==> config.mk <==
export PLATFORM = sky130hd
export DESIGN_NAME = dadc_top
export DESIGN_NICKNAME = d
export VERILOG_FILES = /design/src/pkg/dadc_pkg.sv /design/src/hw/dadc_top.sv
export SDC_FILE = /design/constraint.sdc
export NUM_CORES = 1
export LEC_CHECK = 0
export BUFFER_PORTS_ARGS = -buffer_cell sky130_fd_sc_hd__buf_2
export CORE_MARGIN = 2
export CORE_UTILIZATION = 56
export DETAILED_ROUTE_END_ITERATION = 7
export PLACE_DENSITY = 0.79
export SYNTH_ARGS = -nofsm -noshare
export SYNTH_HDL_FRONTEND = slang
export SYNTH_SLANG_ARGS = --single-unit
export TNS_END_PERCENT = 1
==> constraint.sdc <==
create_clock -name clk_sys -period 11 [get_ports clk_sys]
set_input_delay 2.2 -clock clk_sys [delete_from_list [all_inputs] [get_ports clk_sys]]
set_output_delay 2.2 -clock clk_sys [all_outputs]
set_load 0.02 [all_outputs]
==> src/pkg/dadc_pkg.sv <==
package dadc_pkg;

  // Result width and conversion latency in sample clocks.
  localparam int RES_W = 14;
  localparam int LATENCY = 5;

  // Register byte offsets.
  localparam logic [7:0] OFF_CTRL = 8'h00;
  localparam logic [7:0] OFF_IRQ_STATUS = 8'h04;
  localparam logic [7:0] OFF_IRQ_MASK = 8'h08;
  localparam logic [7:0] OFF_RESULT_A = 8'h0C;
  localparam logic [7:0] OFF_RESULT_B = 8'h10;

  // Control register fields.
  localparam int CTRL_A_PD = 0;
  localparam int CTRL_A_OE_N = 1;
  localparam int CTRL_B_PD = 2;
  localparam int CTRL_B_OE_N = 3;
  localparam int CTRL_SWAP = 4;
  localparam int CTRL_ILV = 5;
  localparam int CTRL_MODE_LO = 6;
  localparam int CTRL_W = 8;
  localparam logic [7:0] CTRL_RESET = 8'h1A;

  // Interrupt status fields and reset values.
  localparam int IRQ_OVF_A = 0;
  localparam int IRQ_OVF_B = 1;
  localparam int IRQ_NEW_A = 2;
  localparam int IRQ_NEW_B = 3;
  localparam int IRQ_W = 4;
  localparam logic [3:0] IRQ_STATUS_RESET = 4'h0;
  localparam logic [3:0] IRQ_MASK_RESET = 4'h0;

  // Result readback field: flag sits just above the code.
  localparam int RES_FLAG_BIT = 14;

  // AXI response codes.
  localparam logic [1:0] RESP_OKAY = 2'h0;
  localparam logic [1:0] RESP_SLVERR = 2'h2;

  // Four-level format setting.
  typedef enum logic [1:0] {
    DADC_FMT_OB_STAB_OFF = 2'h0,
    DADC_FMT_OB_STAB_ON = 2'h1,
    DADC_FMT_TC_STAB_ON = 2'h2,
    DADC_FMT_TC_STAB_OFF = 2'h3
  } dadc_fmt_t;

  // Channel operating state.
  typedef enum logic [3:0] {
    DADC_ST_RUN_DRIVE = 4'h1,
    DADC_ST_RUN_HIZ = 4'h2,
    DADC_ST_NAP = 4'h4,
    DADC_ST_SLEEP = 4'h8
  } dadc_state_t;

endpackage

==> src/hw/dadc_top.sv <==
// The register offsets and register access over AXI4-Lite were chosen for this implementation.
`timescale 1ns/1ps

// Summary of operation
// [RL1] Each channel takes a sample on its own clock's rising edge.
// [RL2] Swap control high: channel A on bus A, channel B on bus B.
// [RL3] Swap control low: channel A on bus B, channel B on bus A.
// [RL4] Outside party ties swap and both clocks together to interleave one bus.
// [RL5] Power-down low, enable low: convert and drive the bus.
// [RL6] Power-down low, enable high: convert, outputs high impedance.
// [RL7] Power-down high, enable low: nap, outputs high impedance.
// [RL8] Power-down high, enable high: sleep, outputs high impedance.
// [RL9] Each channel's control pair affects only that channel.
// [RL10] Each bus carries fourteen bits, bit 13 most significant.
// [RL11] Overflow flag is high when the input went out of range.
// [RL12] One format setting governs both channels together.
// [RL13] Four format levels choose number format and stabilizer.
// [RL14] Result appears five sample clocks after the sample was taken.
// [RL15] Two's complement equals offset binary with the top bit inverted.
// [RL16] Overflow flag moves together with its own sample's data.
module dadc_top #(
  parameter int RES_W = dadc_pkg::RES_W,
  parameter int LATENCY = dadc_pkg::LATENCY
) (
  // System clock and reset.
  input wire logic clk_sys,
  input wire logic rst,
  // AXI4-Lite register slave.
  input wire logic [7:0] s_axi_awaddr,
  input wire logic s_axi_awvalid,
  output logic s_axi_awready,
  input wire logic [31:0] s_axi_wdata,
  input wire logic [3:0] s_axi_wstrb,
  input wire logic s_axi_wvalid,
  output logic s_axi_wready,
  output logic [1:0] s_axi_bresp,
  output logic s_axi_bvalid,
  input wire logic s_axi_bready,
  input wire logic [7:0] s_axi_araddr,
  input wire logic s_axi_arvalid,
  output logic s_axi_arready,
  output logic [31:0] s_axi_rdata,
  output logic [1:0] s_axi_rresp,
  output logic s_axi_rvalid,
  input wire logic s_axi_rready,
  // Sample clock pins.
  input wire logic chan_a_sample_clock,
  input wire logic chan_b_sample_clock,
  // Quantizer results from the converter cores.
  input wire logic [RES_W-1:0] chan_a_core_code,
  input wire logic chan_a_core_over,
  input wire logic [RES_W-1:0] chan_b_core_code,
  input wire logic chan_b_core_over,
  // Output buses; drive_n low while the bus is driven.
  output logic [RES_W-1:0] bus_a_result,
  output logic bus_a_range_flag,
  output logic bus_a_drive_n,
  output logic [RES_W-1:0] bus_b_result,
  output logic bus_b_range_flag,
  output logic bus_b_drive_n,
  // Stabilizer enable and interrupt.
  output logic stab_enable,
  output logic irq
);

  ////////////////////////////////////////////////////////////////////////////
  // Functions.

  // Channel state from its power-down and active-low enable.
  function automatic dadc_pkg::dadc_state_t chan_state(input logic pd, input logic oe_n);
    case ({pd, oe_n})
      2'h0: chan_state = dadc_pkg::DADC_ST_RUN_DRIVE; // [RL5]
      2'h1: chan_state = dadc_pkg::DADC_ST_RUN_HIZ; // [RL6]
      2'h2: chan_state = dadc_pkg::DADC_ST_NAP; // [RL7]
      default: chan_state = dadc_pkg::DADC_ST_SLEEP; // [RL8]
    endcase
  endfunction

  // Output coding: two's complement inverts the top bit.
  function automatic logic [RES_W-1:0] fmt_code(input logic [RES_W-1:0] c, input logic tc);
    fmt_code = {c[RES_W-1] ^ tc, c[RES_W-2:0]}; // [RL15]
  endfunction

  ////////////////////////////////////////////////////////////////////////////
  // Registers and decode.

  logic [dadc_pkg::CTRL_W-1:0] ctrl;
  logic [dadc_pkg::IRQ_W-1:0] irq_status;
  logic [dadc_pkg::IRQ_W-1:0] irq_mask;
  logic [dadc_pkg::IRQ_W-1:0] irq_event;
  dadc_pkg::dadc_fmt_t fmt;
  dadc_pkg::dadc_state_t state [0:1];
  logic twos;
  logic running [0:1];
  logic driving [0:1];
  logic [1:0] clk_meta;
  logic [1:0] clk_sync;
  logic [1:0] clk_prev;
  logic [1:0] edge_hit;
  logic [RES_W:0] pipe [0:1][0:LATENCY-1];
  logic [RES_W:0] result [0:1];
  logic swap_eff;
  logic wr_go;
  logic rd_go;

  // One format setting serves both channels.
  assign fmt = dadc_pkg::dadc_fmt_t'(ctrl[dadc_pkg::CTRL_MODE_LO +: 2]); // [RL12]
  assign twos = (fmt == dadc_pkg::DADC_FMT_TC_STAB_ON) ||
                (fmt == dadc_pkg::DADC_FMT_TC_STAB_OFF); // [RL13]
  assign stab_enable = (fmt == dadc_pkg::DADC_FMT_OB_STAB_ON) ||
                       (fmt == dadc_pkg::DADC_FMT_TC_STAB_ON); // [RL13]

  // Each channel reads only its own control pair.
  assign state[0] = chan_state(ctrl[dadc_pkg::CTRL_A_PD], ctrl[dadc_pkg::CTRL_A_OE_N]); // [RL9]
  assign state[1] = chan_state(ctrl[dadc_pkg::CTRL_B_PD], ctrl[dadc_pkg::CTRL_B_OE_N]); // [RL9]
  assign running[0] = state[0] inside {dadc_pkg::DADC_ST_RUN_DRIVE, dadc_pkg::DADC_ST_RUN_HIZ};
  assign running[1] = state[1] inside {dadc_pkg::DADC_ST_RUN_DRIVE, dadc_pkg::DADC_ST_RUN_HIZ};
  assign driving[0] = state[0] == dadc_pkg::DADC_ST_RUN_DRIVE;
  assign driving[1] = state[1] == dadc_pkg::DADC_ST_RUN_DRIVE;

  ////////////////////////////////////////////////////////////////////////////
  // Sample clock synchronisers and edge detect.

  // Two synchroniser flip-flops and one edge-detect flip-flop per pin; the first stage feeds no logic.
  always_ff @(posedge clk_sys or posedge rst) begin
    if (rst) begin
      clk_meta <= 2'h0;
      clk_sync <= 2'h0;
      clk_prev <= 2'h0;
    end else begin
      clk_meta <= {chan_b_sample_clock, chan_a_sample_clock};
      clk_sync <= clk_meta;
      clk_prev <= clk_sync;
    end
  end

  assign edge_hit = clk_sync & ~clk_prev; // [RL1]

  ////////////////////////////////////////////////////////////////////////////
  // Conversion pipelines, one per channel, stepped by its own clock.

  // Code and flag travel as one word so they stay aligned.
  always_ff @(posedge clk_sys or posedge rst) begin
    if (rst) begin
      for (int c = 0; c < 2; c++) begin
        for (int s = 0; s < LATENCY; s++) begin
          pipe[c][s] <= '0;
        end
        result[c] <= '0;
      end
    end else begin
      for (int c = 0; c < 2; c++) begin
        if (edge_hit[c] && running[c]) begin // [RL1]
          pipe[c][0] <= (c == 0) ? {chan_a_core_over, chan_a_core_code}
                                 : {chan_b_core_over, chan_b_core_code}; // [RL16]
          for (int s = 1; s < LATENCY; s++) begin
            pipe[c][s] <= pipe[c][s-1];
          end
          result[c] <= pipe[c][LATENCY-1]; // [RL14]
        end
      end
    end
  end

  ////////////////////////////////////////////////////////////////////////////
  // Output bus routing.

  // Interleave mode follows channel A's clock level as the swap control.
  assign swap_eff = ctrl[dadc_pkg::CTRL_ILV] ? clk_sync[0] : ctrl[dadc_pkg::CTRL_SWAP]; // [RL4]

  // Buses are registered; swap high keeps channels straight, low crosses them.
  always_ff @(posedge clk_sys or posedge rst) begin
    if (rst) begin
      bus_a_result <= '0;
      bus_a_range_flag <= 1'b0;
      bus_a_drive_n <= 1'b1;
      bus_b_result <= '0;
      bus_b_range_flag <= 1'b0;
      bus_b_drive_n <= 1'b1;
    end else if (swap_eff) begin
      bus_a_result <= fmt_code(result[0][RES_W-1:0], twos); // [RL2] [RL10]
      bus_a_range_flag <= result[0][RES_W]; // [RL11]
      bus_a_drive_n <= ~driving[0]; // [RL2]
      bus_b_result <= fmt_code(result[1][RES_W-1:0], twos); // [RL2]
      bus_b_range_flag <= result[1][RES_W];
      bus_b_drive_n <= ~driving[1];
    end else begin
      bus_a_result <= fmt_code(result[1][RES_W-1:0], twos); // [RL3]
      bus_a_range_flag <= result[1][RES_W];
      bus_a_drive_n <= ~driving[1]; // [RL3]
      bus_b_result <= fmt_code(result[0][RES_W-1:0], twos); // [RL3]
      bus_b_range_flag <= result[0][RES_W];
      bus_b_drive_n <= ~driving[0];
    end
  end

  ////////////////////////////////////////////////////////////////////////////
  // AXI4-Lite slave.

  // Address and data are taken together when no response is pending.
  assign s_axi_awready = s_axi_awvalid && s_axi_wvalid && !s_axi_bvalid;
  assign s_axi_wready = s_axi_awready;
  assign wr_go = s_axi_awready;
  assign s_axi_arready = s_axi_arvalid && !s_axi_rvalid;
  assign rd_go = s_axi_arready;

  // Write response one cycle after the write is taken.
  always_ff @(posedge clk_sys or posedge rst) begin
    if (rst) begin
      s_axi_bvalid <= 1'b0;
      s_axi_bresp <= dadc_pkg::RESP_OKAY;
    end else if (wr_go) begin
      s_axi_bvalid <= 1'b1;
      s_axi_bresp <= (s_axi_awaddr inside {dadc_pkg::OFF_CTRL, dadc_pkg::OFF_IRQ_STATUS,
                      dadc_pkg::OFF_IRQ_MASK}) ? dadc_pkg::RESP_OKAY : dadc_pkg::RESP_SLVERR;
    end else if (s_axi_bready) begin
      s_axi_bvalid <= 1'b0;
    end
  end

  // Control and mask registers.
  always_ff @(posedge clk_sys or posedge rst) begin
    if (rst) begin
      ctrl <= dadc_pkg::CTRL_RESET;
      irq_mask <= dadc_pkg::IRQ_MASK_RESET;
    end else if (wr_go && s_axi_wstrb[0]) begin
      if (s_axi_awaddr == dadc_pkg::OFF_CTRL) begin
        ctrl <= s_axi_wdata[dadc_pkg::CTRL_W-1:0];
      end
      if (s_axi_awaddr == dadc_pkg::OFF_IRQ_MASK) begin
        irq_mask <= s_axi_wdata[dadc_pkg::IRQ_W-1:0];
      end
    end
  end

  // Read data one cycle after the address is taken.
  always_ff @(posedge clk_sys or posedge rst) begin
    if (rst) begin
      s_axi_rvalid <= 1'b0;
      s_axi_rdata <= 32'h0;
      s_axi_rresp <= dadc_pkg::RESP_OKAY;
    end else if (rd_go) begin
      s_axi_rvalid <= 1'b1;
      s_axi_rresp <= dadc_pkg::RESP_OKAY;
      case (s_axi_araddr)
        dadc_pkg::OFF_CTRL: s_axi_rdata <= {24'h0, ctrl};
        dadc_pkg::OFF_IRQ_STATUS: s_axi_rdata <= {28'h0, irq_status};
        dadc_pkg::OFF_IRQ_MASK: s_axi_rdata <= {28'h0, irq_mask};
        dadc_pkg::OFF_RESULT_A: s_axi_rdata <= {17'h0, result[0]};
        dadc_pkg::OFF_RESULT_B: s_axi_rdata <= {17'h0, result[1]};
        default: begin
          s_axi_rdata <= 32'h0;
          s_axi_rresp <= dadc_pkg::RESP_SLVERR;
        end
      endcase
    end else if (s_axi_rready) begin
      s_axi_rvalid <= 1'b0;
    end
  end

  ////////////////////////////////////////////////////////////////////////////
  // Interrupts.

  // Events: a new result per channel, and a new result carrying the flag.
  assign irq_event[dadc_pkg::IRQ_OVF_A] = edge_hit[0] && running[0] && pipe[0][LATENCY-1][RES_W];
  assign irq_event[dadc_pkg::IRQ_OVF_B] = edge_hit[1] && running[1] && pipe[1][LATENCY-1][RES_W];
  assign irq_event[dadc_pkg::IRQ_NEW_A] = edge_hit[0] && running[0];
  assign irq_event[dadc_pkg::IRQ_NEW_B] = edge_hit[1] && running[1];

  // Sticky status, write one to clear; a same-cycle event wins.
  always_ff @(posedge clk_sys or posedge rst) begin
    if (rst) begin
      irq_status <= dadc_pkg::IRQ_STATUS_RESET;
    end else if (wr_go && s_axi_wstrb[0] && s_axi_awaddr == dadc_pkg::OFF_IRQ_STATUS) begin
      irq_status <= (irq_status & ~s_axi_wdata[dadc_pkg::IRQ_W-1:0]) | irq_event;
    end else begin
      irq_status <= irq_status | irq_event;
    end
  end

  assign irq = |(irq_status & irq_mask);

  ////////////////////////////////////////////////////////////////////////////
  // Assertions.

  a_swap_straight: assert property (@(posedge clk_sys) disable iff (rst) // [RL2]
    swap_eff |=> bus_a_result == fmt_code($past(result[0][RES_W-1:0]), $past(twos))
      && bus_a_range_flag == $past(result[0][RES_W]))
    else $error("bus A does not carry channel A while swap is high");
  a_swap_cross: assert property (@(posedge clk_sys) disable iff (rst) // [RL3]
    !swap_eff |=> bus_b_result == fmt_code($past(result[0][RES_W-1:0]), $past(twos))
      && bus_b_range_flag == $past(result[0][RES_W]))
    else $error("bus B does not carry channel A while swap is low");
  a_drive_normal: assert property (@(posedge clk_sys) disable iff (rst) // [RL5]
    (swap_eff && !ctrl[dadc_pkg::CTRL_A_PD] && !ctrl[dadc_pkg::CTRL_A_OE_N])
      |=> !bus_a_drive_n)
    else $error("bus A not driven in normal operation");
  a_hiz_running: assert property (@(posedge clk_sys) disable iff (rst) // [RL6]
    (swap_eff && !ctrl[dadc_pkg::CTRL_A_PD] && ctrl[dadc_pkg::CTRL_A_OE_N] && edge_hit[0])
      |=> bus_a_drive_n && result[0] == $past(pipe[0][LATENCY-1]))
    else $error("channel A must convert with outputs released");
  a_nap_hold: assert property (@(posedge clk_sys) disable iff (rst) // [RL7] [RL9]
    (ctrl[dadc_pkg::CTRL_A_PD] && !ctrl[dadc_pkg::CTRL_A_OE_N] && !swap_eff)
      |=> bus_b_drive_n && $stable(result[0]))
    else $error("channel A in nap must halt and release its bus");
  a_sleep_hold: assert property (@(posedge clk_sys) disable iff (rst) // [RL8]
    (ctrl[dadc_pkg::CTRL_B_PD] && ctrl[dadc_pkg::CTRL_B_OE_N] && swap_eff)
      |=> bus_b_drive_n && $stable(result[1]))
    else $error("channel B in sleep must halt and release its bus");
  a_fmt_levels: assert property (@(posedge clk_sys) disable iff (rst) // [RL12] [RL13]
    stab_enable == (ctrl[dadc_pkg::CTRL_MODE_LO+1] ^ ctrl[dadc_pkg::CTRL_MODE_LO])
      && twos == ctrl[dadc_pkg::CTRL_MODE_LO+1])
    else $error("format level decodes wrongly");
  a_twos_msb: assert property (@(posedge clk_sys) disable iff (rst) // [RL15] [RL10]
    (twos && swap_eff) |=> bus_a_result[RES_W-1] == !$past(result[0][RES_W-1]))
    else $error("two's complement top bit not inverted");
  a_latency_five: assert property (@(posedge clk_sys) disable iff (rst) // [RL14] [RL16] [RL11]
    (edge_hit[0] && running[0]) |=> result[0] == $past(pipe[0][LATENCY-1])
      && pipe[0][0] == $past({chan_a_core_over, chan_a_core_code}))
    else $error("channel A pipeline did not advance on its edge");
  a_sample_edge: assert property (@(posedge clk_sys) disable iff (rst) // [RL1]
    !edge_hit[1] |=> $stable(result[1]))
    else $error("channel B result moved without its clock edge");
  a_irq_sticky: assert property (@(posedge clk_sys) disable iff (rst) // [RL11]
    irq_event[dadc_pkg::IRQ_OVF_A] |=> irq_status[dadc_pkg::IRQ_OVF_A])
    else $error("overflow event lost");

  c_swap_change: cover property (@(posedge clk_sys) disable iff (rst) $changed(swap_eff));
  c_overflow: cover property (@(posedge clk_sys) disable iff (rst) bus_a_range_flag);
  c_nap_to_run: cover property (@(posedge clk_sys) disable iff (rst)
    $fell(ctrl[dadc_pkg::CTRL_A_PD]));
  c_irq: cover property (@(posedge clk_sys) disable iff (rst) irq);

endmodule

==> summary.md <==
| Metric | Value |
|---|---|
| CORE AREA | `0.0174 mm2` |
| Initial antenna violation count | `0` |
| Pre-antenna DRT Iters | `4` |
| Number of port buffers | `119` |
| Final hold slack | `~0.36 ns` |
| Vias post-DR | `5,510` |
| Die height | `137 um` |
| Final Skew | `0.0116 ns` |
| Measured slew at the worst slew-check pin | `1.14 ns` |
| Initial core utilization | `0.575` |
| Worst Path Buf+Inv | `3` |
| Critical path's largest stage delay | `0.48 ns` |
| First-pass GRT wire length | `29,000 um` |
| Netlist Area Pre-Place | `between 0.009 and 0.01 mm2` |
| Post-route ant nets | `0` |
| Sw Ratio | `0.266` |
| Syn. warnings | `0` |
| Die area | `0.0189 mm2` |
| Cts hold-fix bufs | `0` |
| Pin count of the biggest net entering global routing | `121` |
| CTS tree | `yes` |
| Syn_area_per_cell | `around 15 um2` |
| Crit-path leading delay family | `buffers and inverters` |
| Setup TNS | `0 ns` |
| Placed inst area | `0.0107 mm2` |
| Finished Core Util | `0.669` |
| Global route total overflow | `0` |
| Run status | `completed` |
| Max frequency | `182 MHz` |
| PostCTS Resize Cnt | `0` |
| Post-route DRC | `0` |
| Post-route cell area | `0.0116 mm2` |
| # setup viols final | `0` |
| Clock share of power | `0.320` |
| Tmin final | `approximately 5.5 ns` |
| Leakage | `0.00531 uW` |
| CP Capture Type | `output pin` |
| #FFs+latches synth | `roughly 250` |
| Arrival time worst endpoint | `roughly 3.3 ns` |
| CP Max Fanout | `17` |
| Hold Fails Final Rpt | `0` |
| PD cells | `245 mW/mm2` |
| Max-Cap Viols | `0` |
| WP data required | `8.80 ns` |
| Fin crit share | `0.498` |
| H-tree depth | `1` |
| Sequential share of the synthesized area | `0.635` |
| Skew-Pair Late Insertion Delay | `0.51 ns` |
| CP Launch Type | `input pin` |
| Flop pwr share | `0.496` |
| Overall power | `2840 uW` |
| FFs w/ async S/R, synth | `1.00` |
| Per-cell routed wire length | `17.8 um` |
| Mapped Cells | `647` |
| Clk buf depth | `3` |
| Placer Congestion | `0.854` |
| RSZ-0062 raised after global routing | `false` |
| Worst VDD drop | `between 0.15 and 0.2 mV` |
| Die W | `137 um` |
| Ys flop type | `dfrtp_1` |
| Crit path kind | `in -> out` |
| Num rows | `48` |
| Vias in the first global route | `5,861` |
| Area growth syn-to-layout | `16.5%` |
| Internal | `2090 uW` |
| CP max-delay cell | `nand2_1` |
| Clock buffer count from CTS | `25` |
| Combinational share of power | `0.184` |
| Post-synth EDFFs | `0` |
| Crit-path cells | `buf_2 > nand2_1 > inv_1 > buf_2` |
| Tot GR Track Use | `0.196` |
| IO Pins | `166` |
| Slew headroom | `0.243` |
| Max Slew Vio Count | `0` |
| Hold crit path type | `reg -> reg` |
| Vias per Instance | `5.45` |
| Number of diodes | `0` |
| Clock-pin slew on the worst setup and hold paths | `roughly 0.060 ns` |
| Top cell by count, worst path | `buf_2` |
| Total Nets Final | `around 860` |
| Post-synth cell types | `37` |
| Root buffer cell | `clkbuf_16` |
| P_sw | `755 uW` |
| Hpwl dp | `11,900 um` |
| Final WL | `18,000 um` |
| Clock sinks | `253` |
| Post-CTS Setup Inserts | `0` |
| Share of cells above drive strength 1 | `0.531` |
| DRT iter0 DRCs | `around 280` |
-- worst reg2reg max path: stages, from the launching register on --
cell and delay, ns:
dfrtp_1 0.37, inv_1 0.07, nand2_1 0.39, inv_1 0.35, nand3_1 0.54, o21ai_1 0.35
-- final timing paths --
path / to / slack, ns / cells past startpoint / start
max: s_axi_arready / 5.52 / 4 / s_axi_arvalid
max in group asynchronous: irq_status[2] / 7.65 / 3 / rst
max reg2reg: s_axi_rdata[4] / 8.83 / 5 / s_axi_rvalid
min in group asynchronous: pipe[59] / 1.81 / 2 / rst
min: clk_sync[1] / 0.36 / 0 / clk_meta[1]
min reg2reg: clk_sync[1] / 0.36 / 0 / clk_meta[1]
-- cell usage after synthesis (2+ instances only) --
cell | count | area [um2]
a21o_1 | 2 | 15.0
a21oi_1 | 2 | 10.0
a221oi_1 | 4 | 35.0
a22o_1 | 6 | 52.6
a22oi_1 | 13 | 97.6
buf_2 | 19 | 95.1
buf_4 | 21 | 158
clkbuf_1 | 10 | 37.5
dfrtp_1 | 248 | 6210
dfstp_2 | 5 | 131
ha_1 | 2 | 25.0
inv_1 | 7 | 26.3
mux2_1 | 2 | 22.5
mux2_2 | 225 | 2530
mux2_4 | 4 | 60.1
mux2i_1 | 3 | 30.0
nand2_1 | 19 | 71.3
nand2_2 | 2 | 12.5
nand3_1 | 2 | 10.0
nor2_1 | 14 | 52.6
nor3_1 | 3 | 15.0
nor3b_1 | 2 | 15.0
nor4_4 | 3 | 63.8
o21a_1 | 2 | 15.0
o21ai_0 | 5 | 25.0
o21ai_1 | 10 | 50.1
xor2_1 | 2 | 17.5
-- layout by cell type (no fill, tap or decap), types with 4 or more instances in the layout --
cell type  netlist  routed
a221oi_1         4       4
a22o_1           6       6
a22oi_1         13      13
buf_2           19     119
buf_4           21       7
bufinv_16        0       4
clkbuf_16        0      25
clkbuf_8         0       9
conb_1           1      19
dfrtp_1        248     248
dfstp_2          5       5
inv_1            7       6
mux2_2         225     225
mux2_4           4       4
nand2_1         19      19
nor2_1          14      14
o21ai_0          5       5
o21ai_1         10      10
-- cell type report --
class                      instances  area, um2
tap                              225        282
clock buffer                      36        757
fill                            1221       5740
clock inverter                     9        150
sequential                       253       6340
inverter                           7       33.8
timing repair buffer             126        648
multi-input combinational        355       3410
-- logic make-up after synthesis --
family / synth area share
multiplexers: 0.265
AND/OR/NAND/NOR: 0.0320
buffers and inverters: 0.0317
adder cells (fa/ha/maj): 0.00251
other: 0.000376
XOR/XNOR: 0.00176
AO/OA/AOI/OAI: 0.0311
flip-flops: 0.635
-- stage by stage --
step | cells | setup WS (ns)
final | 1011 | 5.52
after global routing | 1011 | 5.40
after CTS | 1011 | 5.53
after detailed placement | 966 | 5.53
after global placement | 966 | 5.56
after floorplan | 665 | 1.85
-- power by group through the flow --
stage	Combinational, uW	Sequential (uW)	Clock [uW]
6_report	523	1410	908
5_1_grt	574	1450	969
4_1_cts	533	1410	926
3_5_place_dp	527	1430	0
3_3_place_gp	508	1410	0
2_1_floorplan	331	1430	0
-- per-layer routing --
layer / vias to the layer above / global-route usage / routed length [um]
met2: 151 / 0.335 / 8880
li1: 2500 / - / -
met3: 30 / 0.0320 / 970
met4: 0 / 0.0630 / 368
met5: - / 0 / 0
met1: 2829 / 0.258 / 7820
-- state kept, by name, indices dropped and copies added, names as in the netlist --
name              count
irq_status            4
s_axi_rresp           1
bus_b_range_flag      1
s_axi_bvalid          1
s_axi_bresp           1
bus_a_result         14
pipe                150
s_axi_rvalid          1
bus_a_range_flag      1
irq_mask              4
result               30
s_axi_rdata          15
clk_meta              2
bus_b_drive_n         1
clk_prev              2
ctrl                  8
clk_sync              2
bus_a_drive_n         1
bus_b_result         14
(Power assumes the default switching activity.)
